===== src/rtl/comparator_cfg.svh =====
// Constants for the comparator digital block
`ifndef COMPARATOR_CFG_SVH
`define COMPARATOR_CFG_SVH
`define OFS_INPUT_DISABLE 6'h17
`define OFS_CONTROL_STATUS 6'h1f
`define RST_INPUT_DISABLE 8'h00
`define RST_CONTROL_STATUS 8'h00
`define BIT_POWER_OFF 7
`define BIT_RESULT 5
`define BIT_EVENT_FLAG 4
`define BIT_IRQ_ENABLE 3
`define BIT_CAPTURE_ROUTE 2
`define MASK_INPUT_DISABLE 8'h0f
`endif


===== src/rtl/comparator_pkg.sv =====
// Types for the comparator digital block
`default_nettype none
package comparator_pkg;
  typedef enum logic [1:0] {
    mode_toggle = 2'b00,
    mode_reserved = 2'b01,
    mode_falling = 2'b10,
    mode_rising = 2'b11
  } event_mode_type;
endpackage
`default_nettype wire


===== src/rtl/edge_if.sv =====
// Interface from edge detector to the register block
`default_nettype none
interface edge_if;
  logic level;
  logic rise;
  logic fall;
  modport src (output level, output rise, output fall);
  modport dst (input level, input rise, input fall);
endinterface
`default_nettype wire

===== src/rtl/comparator_sync_edge.sv =====
// Synchroniser and edge detector for the comparator result
`default_nettype none
module comparator_sync_edge (
  input wire logic mclk,
  input wire logic nrst,
  input wire logic clk_en,
  input wire logic raw_in,
  edge_if.src edges
);
  typedef struct packed {
    logic s1;
    logic s2;
    logic prev;
  } sync_state_type;
  sync_state_type st_q, st_d;
  always_comb begin
    st_d = st_q;
    if (clk_en) begin
      st_d.s1 = raw_in;
      st_d.s2 = st_q.s1;
      st_d.prev = st_q.s2;
    end
  end
  always_ff @(posedge mclk or negedge nrst) begin
    if (!nrst) begin
      st_q <= '0;
    end else begin
      st_q <= st_d;
    end
  end
  assign edges.level = st_q.s2;
  assign edges.rise = st_q.s2 & ~st_q.prev;
  assign edges.fall = ~st_q.s2 & st_q.prev;
endmodule
`default_nettype wire


===== src/rtl/comparator_top.sv =====
// Comparator digital block: registers, events and interrupt request
`include "comparator_cfg.svh"
`default_nettype none
module comparator_top (
  input wire logic mclk,
  input wire logic nrst,
  input wire logic clk_en,
  input wire logic positive_above_negative,
  input wire logic [5:0] io_addr,
  input wire logic io_wr,
  input wire logic io_rd,
  input wire logic [7:0] io_wdata,
  input wire logic global_irq_enable,
  input wire logic vector_taken,
  input wire logic [3:0] pin_raw,
  output logic [7:0] io_rdata,
  output logic irq_req,
  output logic capture_out,
  output logic comparator_power_off,
  output logic [3:0] pin_buffer_off,
  output logic [3:0] pin_value
);
  import comparator_pkg::*;

  // ****************************************
  // State
  // ****************************************
  typedef struct packed {
    logic power_off;
    logic flag;
    logic irq_en;
    logic route;
    event_mode_type mode;
    logic [3:0] in_dis;
    logic [7:0] rdata;
    logic irq;
    logic capture;
    logic [3:0] pin_s1;
    logic [3:0] pin_s2;
    logic [3:0] pin_val;
  } top_state_type;

  top_state_type st_q, st_d;
  edge_if edges ();
  logic raw_result;
  logic event_hit;

  // Raw result arrives asynchronously from the analog core
  assign raw_result = positive_above_negative & ~st_q.power_off;

  comparator_sync_edge u_sync (
    .mclk(mclk),
    .nrst(nrst),
    .clk_en(clk_en),
    .raw_in(raw_result),
    .edges(edges)
  );

  function automatic logic mode_match(input event_mode_type m, input logic r, input logic f);
    case (m)
      mode_toggle: mode_match = r | f;
      mode_falling: mode_match = f;
      mode_rising: mode_match = r;
      default: mode_match = 1'b0; // Reserved code raises nothing
    endcase
  endfunction

  assign event_hit = mode_match(st_q.mode, edges.rise, edges.fall);

  // ****************************************
  // Next state
  // ****************************************
  always_comb begin
    st_d = st_q;
    if (clk_en) begin
      if (io_wr && io_addr == `OFS_CONTROL_STATUS) begin
        st_d.power_off = io_wdata[`BIT_POWER_OFF];
        st_d.irq_en = io_wdata[`BIT_IRQ_ENABLE];
        st_d.route = io_wdata[`BIT_CAPTURE_ROUTE];
        st_d.mode = event_mode_type'(io_wdata[1:0]);
        if (io_wdata[`BIT_EVENT_FLAG]) begin
          st_d.flag = 1'b0;
        end
      end
      if (io_wr && io_addr == `OFS_INPUT_DISABLE) begin
        st_d.in_dis = io_wdata[3:0];
      end
      if (vector_taken) begin
        st_d.flag = 1'b0;
      end
      // Set wins over any clear in the same cycle
      if (event_hit) begin
        st_d.flag = 1'b1;
      end
      st_d.irq = st_d.flag & st_d.irq_en & global_irq_enable;
      st_d.capture = st_q.route & edges.level;
      st_d.pin_s1 = pin_raw;
      st_d.pin_s2 = st_q.pin_s1;
      st_d.pin_val = st_q.pin_s2 & ~st_q.in_dis;
      st_d.rdata = 8'h00;
      if (io_rd && io_addr == `OFS_CONTROL_STATUS) begin
        st_d.rdata = {st_q.power_off, 1'b0, edges.level, st_q.flag,
                      st_q.irq_en, st_q.route, st_q.mode};
      end else if (io_rd && io_addr == `OFS_INPUT_DISABLE) begin
        st_d.rdata = {4'h0, st_q.in_dis};
      end
    end
  end

  always_ff @(posedge mclk or negedge nrst) begin
    if (!nrst) begin
      st_q <= '0;
    end else begin
      st_q <= st_d;
    end
  end

  assign io_rdata = st_q.rdata;
  assign irq_req = st_q.irq;
  assign capture_out = st_q.capture;
  assign comparator_power_off = st_q.power_off;
  assign pin_buffer_off = st_q.in_dis;
  assign pin_value = st_q.pin_val;
endmodule
`default_nettype wire


===== config.mk =====
export PLATFORM = sky130hd
export DESIGN_NAME = comparator_top
export DESIGN_NICKNAME = d
export VERILOG_FILES = /design/src/rtl/comparator_pkg.sv /design/src/rtl/edge_if.sv /design/src/rtl/comparator_sync_edge.sv /design/src/rtl/comparator_top.sv
export VERILOG_INCLUDE_DIRS = /design/src /design/src/rtl
export SDC_FILE = /design/constraint.sdc
export NUM_CORES = 1
export LEC_CHECK = 0
export BUFFER_PORTS_ARGS = -buffer_cell sky130_fd_sc_hd__buf_2
export CORE_MARGIN = 2
export CORE_UTILIZATION = 51
export CTS_BUF_LIST = sky130_fd_sc_hd__clkbuf_4 sky130_fd_sc_hd__clkbuf_8 sky130_fd_sc_hd__clkbuf_16
export DETAILED_ROUTE_END_ITERATION = 8
export PLACE_DENSITY = 0.78
export REMOVE_ABC_BUFFERS = 1
export SYNTH_ARGS = -nofsm -noshare
export SYNTH_HDL_FRONTEND = slang
export SYNTH_HIERARCHICAL = 1
export SYNTH_SLANG_ARGS = --single-unit

===== constraint.sdc =====
create_clock -name mclk -period 1.7 [get_ports mclk]
set_clock_uncertainty 0.2 [all_clocks]
set_input_delay 0.34 -clock mclk [delete_from_list [all_inputs] [get_ports mclk]]
set_output_delay 0.34 -clock mclk [all_outputs]
set_load 0.01 [all_outputs]

==> flow_summary.json <==
{
  "status": "completed",
  "grt_use_total_pct": 17.5,
  "final_nets": 193,
  "r2r_setup_slack_ns": 0.16,
  "grt_pass1_wl_microns": 4490,
  "fin_crit_ns": 1.54,
  "clk_latency_ns": 0.33,
  "grt_max_degree": 33,
  "overflow": 0,
  "avgRoutedWirePerCell_microns": 12.9,
  "drtPass1Iterations": 5,
  "root_buffer": "clkbuf_4",
  "area_delta_synth_final_pct": 14.6,
  "whs_ns": 0.0318,
  "hold_class": "in2reg",
  "clockBufferDepth": 2,
  "p_per_area_nw_per_um2": 892,
  "final_cell_area_sq_um": 1840,
  "syn_area_sq_um": 1600,
  "cp.required_ns": 1.75,
  "antenna_cells": 0,
  "viasPerCell": 4.96,
  "rows": 20,
  "coreArea_sq_um": 3030,
  "layout-drive-gt1-share_pct": 41.1,
  "place.port_buffers": 41,
  "cts_setup_buffers": 0,
  "cts_tree": "yes",
  "maxSlewViolCount": 0,
  "p_comb_share_pct": 14.9,
  "initial_core_util_pct": 53.0,
  "cts-htree-levels": 2,
  "antenna_found_initial": 0,
  "power.leakage_nw": 0.908,
  "finalSetupTns_ns": 0,
  "wl_microns": 2740,
  "power_mw": 1.64,
  "layout_setup_ws_ns": 0.156,
  "drt_iter0_markers": 43,
  "place_area_sq_um": 1750,
  "yosysSeqAreaShare_pct": 53.0,
  "hold_viol": 0,
  "p_clk_share_pct": 28.1,
  "setup_viol": 0,
  "fillCellCount": 260,
  "critPathLaunchType": "flip-flop",
  "place_ws_ns": 0.0768,
  "switching_share_pct": 26.1,
  "ys_types": 27,
  "drc": 0,
  "drtAntennaViolNets": 0,
  "synth-seq-cells": 34,
  "cts_made_buffers": 5,
  "fin_crit_sh_pct": 90.8,
  "die_area_sq_um": 3610,
  "hpwl_microns": 2050,
  "cts.sink_count": 34,
  "p_seq_share_pct": 57.0,
  "ios": 45,
  "yosysWarnings": 6,
  "path_clk_slew_ns": 0.10,
  "worstPathMaxFanout": 6,
  "fmax_mhz": 648,
  "crit_type": "reg2reg",
  "postSynthAreaPerCell_sq_um": 12.0,
  "gp_congestion": 0.726,
  "ir_drop_mv": 0.510,
  "cp.arrival_ns": 1.59,
  "grt_pass1_vias": 989,
  "chipWidth_microns": 60.1,
  "rsz0062_at_grt": "no",
  "vias": 1051,
  "netSwitchingPower_mw": 0.429,
  "syn_inst": 134,
  "p_int_mw": 1.21,
  "crit_path_end_kind": "flip-flop",
  "cts_repair_resize_count": 0,
  "die_h_microns": 60.1,
  "drv_cap": 0
}
==> power by group through the flow <==
stage	sequential (mW)	combinational (mW)	clock, mW
detailed placement	0.951	0.243	0
global placement	0.944	0.235	0
CTS	0.935	0.246	0.478
finish	0.934	0.244	0.461
global route	0.946	0.274	0.507
floorplan	0.952	0.116	0
==> placed cells by master, fill, tap and decap left out, types with 5 or more instances in the layout <==
master,synthesis,routed
dfrtp_1,34,34
buf_2,2,41
mux2_1,9,9
mux2_2,11,11
o22ai_1,7,7
o21ai_0,5,5
nand2_1,5,5
inv_1,14,14
mux2i_1,5,5
clkbuf_4,0,5
==> per-stage QoR <==
stage,util (%),instances
after floorplan,-,114
after global placement,57.9,202
after detailed placement,57.9,202
after global routing,60.7,212
after CTS,60.4,211
final,60.7,212
==> cell families after synthesis <==
group / share of synthesized area [%]
simple gates: 10.1
mux: 17.2
compound gates: 7.10
other cells: 0.234
flops: 53.0
buf+inv: 12.3
==> flip-flops by register name, summed over array words and instances (netlist names) <==
signal and cells:
st_q 13, u_sync/st_q 2, irq_req 1, pin_buffer_off 4
io_rdata 7, pin_value 4, u_sync/edges.level 1, capture_out 1
comparator_power_off 1
==> cell type report <==
type / count / area [sq um] / area share [%]
clock buffer: 6 / 51.3 / 2.79
clock inverter: 2 / 12.5 / 0.681
inverter: 14 / 52.6 / 2.86
multi-input combinational: 66 / 556 / 30.2
sequential: 34 / 851 / 46.3
tap: 44 / 55.1 / 3.00
timing repair buffer: 46 / 260 / 14.2
==> critical path, cell delays in order, from the launching register on <==
cell     delay, ns
dfrtp_1       0.43
nor2b_1       0.20
a21oi_1       0.09
o221a_2       0.28
o32ai_2       0.26
==> final timing paths <==
check	start	to	depth (start not counted)
max reg2reg	u_sync/edges.level$_DFFE_PN0P_	irq_req$_DFFE_PN0P_	4
min in group asynchronous	nrst	st_q[4]$_DFFE_PN0P_	2
max	u_sync/edges.level$_DFFE_PN0P_	irq_req$_DFFE_PN0P_	4
min reg2reg	st_q[11]$_DFFE_PN0P_	st_q[11]$_DFFE_PN0P_	1
max in group asynchronous	nrst	io_rdata[1]$_DFFE_PN0P_	3
min	io_wdata[2]	st_q[28]$_DFFE_PN0P_	2
==> routing by layer <==
| layer | GRT usage, % | share of wire [%] |
|---|---|---|
| met1 | 22.0 | 43 |
| met2 | 27.8 | 50 |
| met3 | 4.11 | 5.2 |
| met4 | 9.52 | 2.1 |
| met5 | 0 | 0 |
==> timing repair <==
action                                  CTS  global route
hold buffers                              1             1
hold endpoints to repair                 15             1
endpoints found under the setup margin    0             0
==> cells in the mapped netlist <==
master / instances / area share (%)
nand3_4: 1 / 1.1
mux2i_1: 5 / 3.1
clkbuf_1: 1 / 0.23
buf_2: 2 / 0.62
nand2_1: 5 / 1.2
nor2b_1: 3 / 1.2
a21oi_1: 2 / 0.62
conb_1: 1 / 0.23
buf_4: 16 / 7.5
o221a_2: 1 / 0.70
nand4_1: 1 / 0.39
nand3_1: 3 / 0.94
nand3b_2: 1 / 0.70
inv_1: 14 / 3.3
nand2b_1: 1 / 0.39
dfrtp_1: 34 / 53
o21a_1: 1 / 0.47
o22ai_1: 7 / 2.7
o21ai_0: 5 / 1.6
o32ai_2: 1 / 1.0
nor2_4: 1 / 0.70
mux2_1: 9 / 6.3
mux2_2: 11 / 7.7
buf_6: 1 / 0.70
nor2_1: 2 / 0.47
nand3b_1: 4 / 1.9
nand3b_4: 1 / 1.2
No activity file was read; power rests on OpenSTA's default activity.
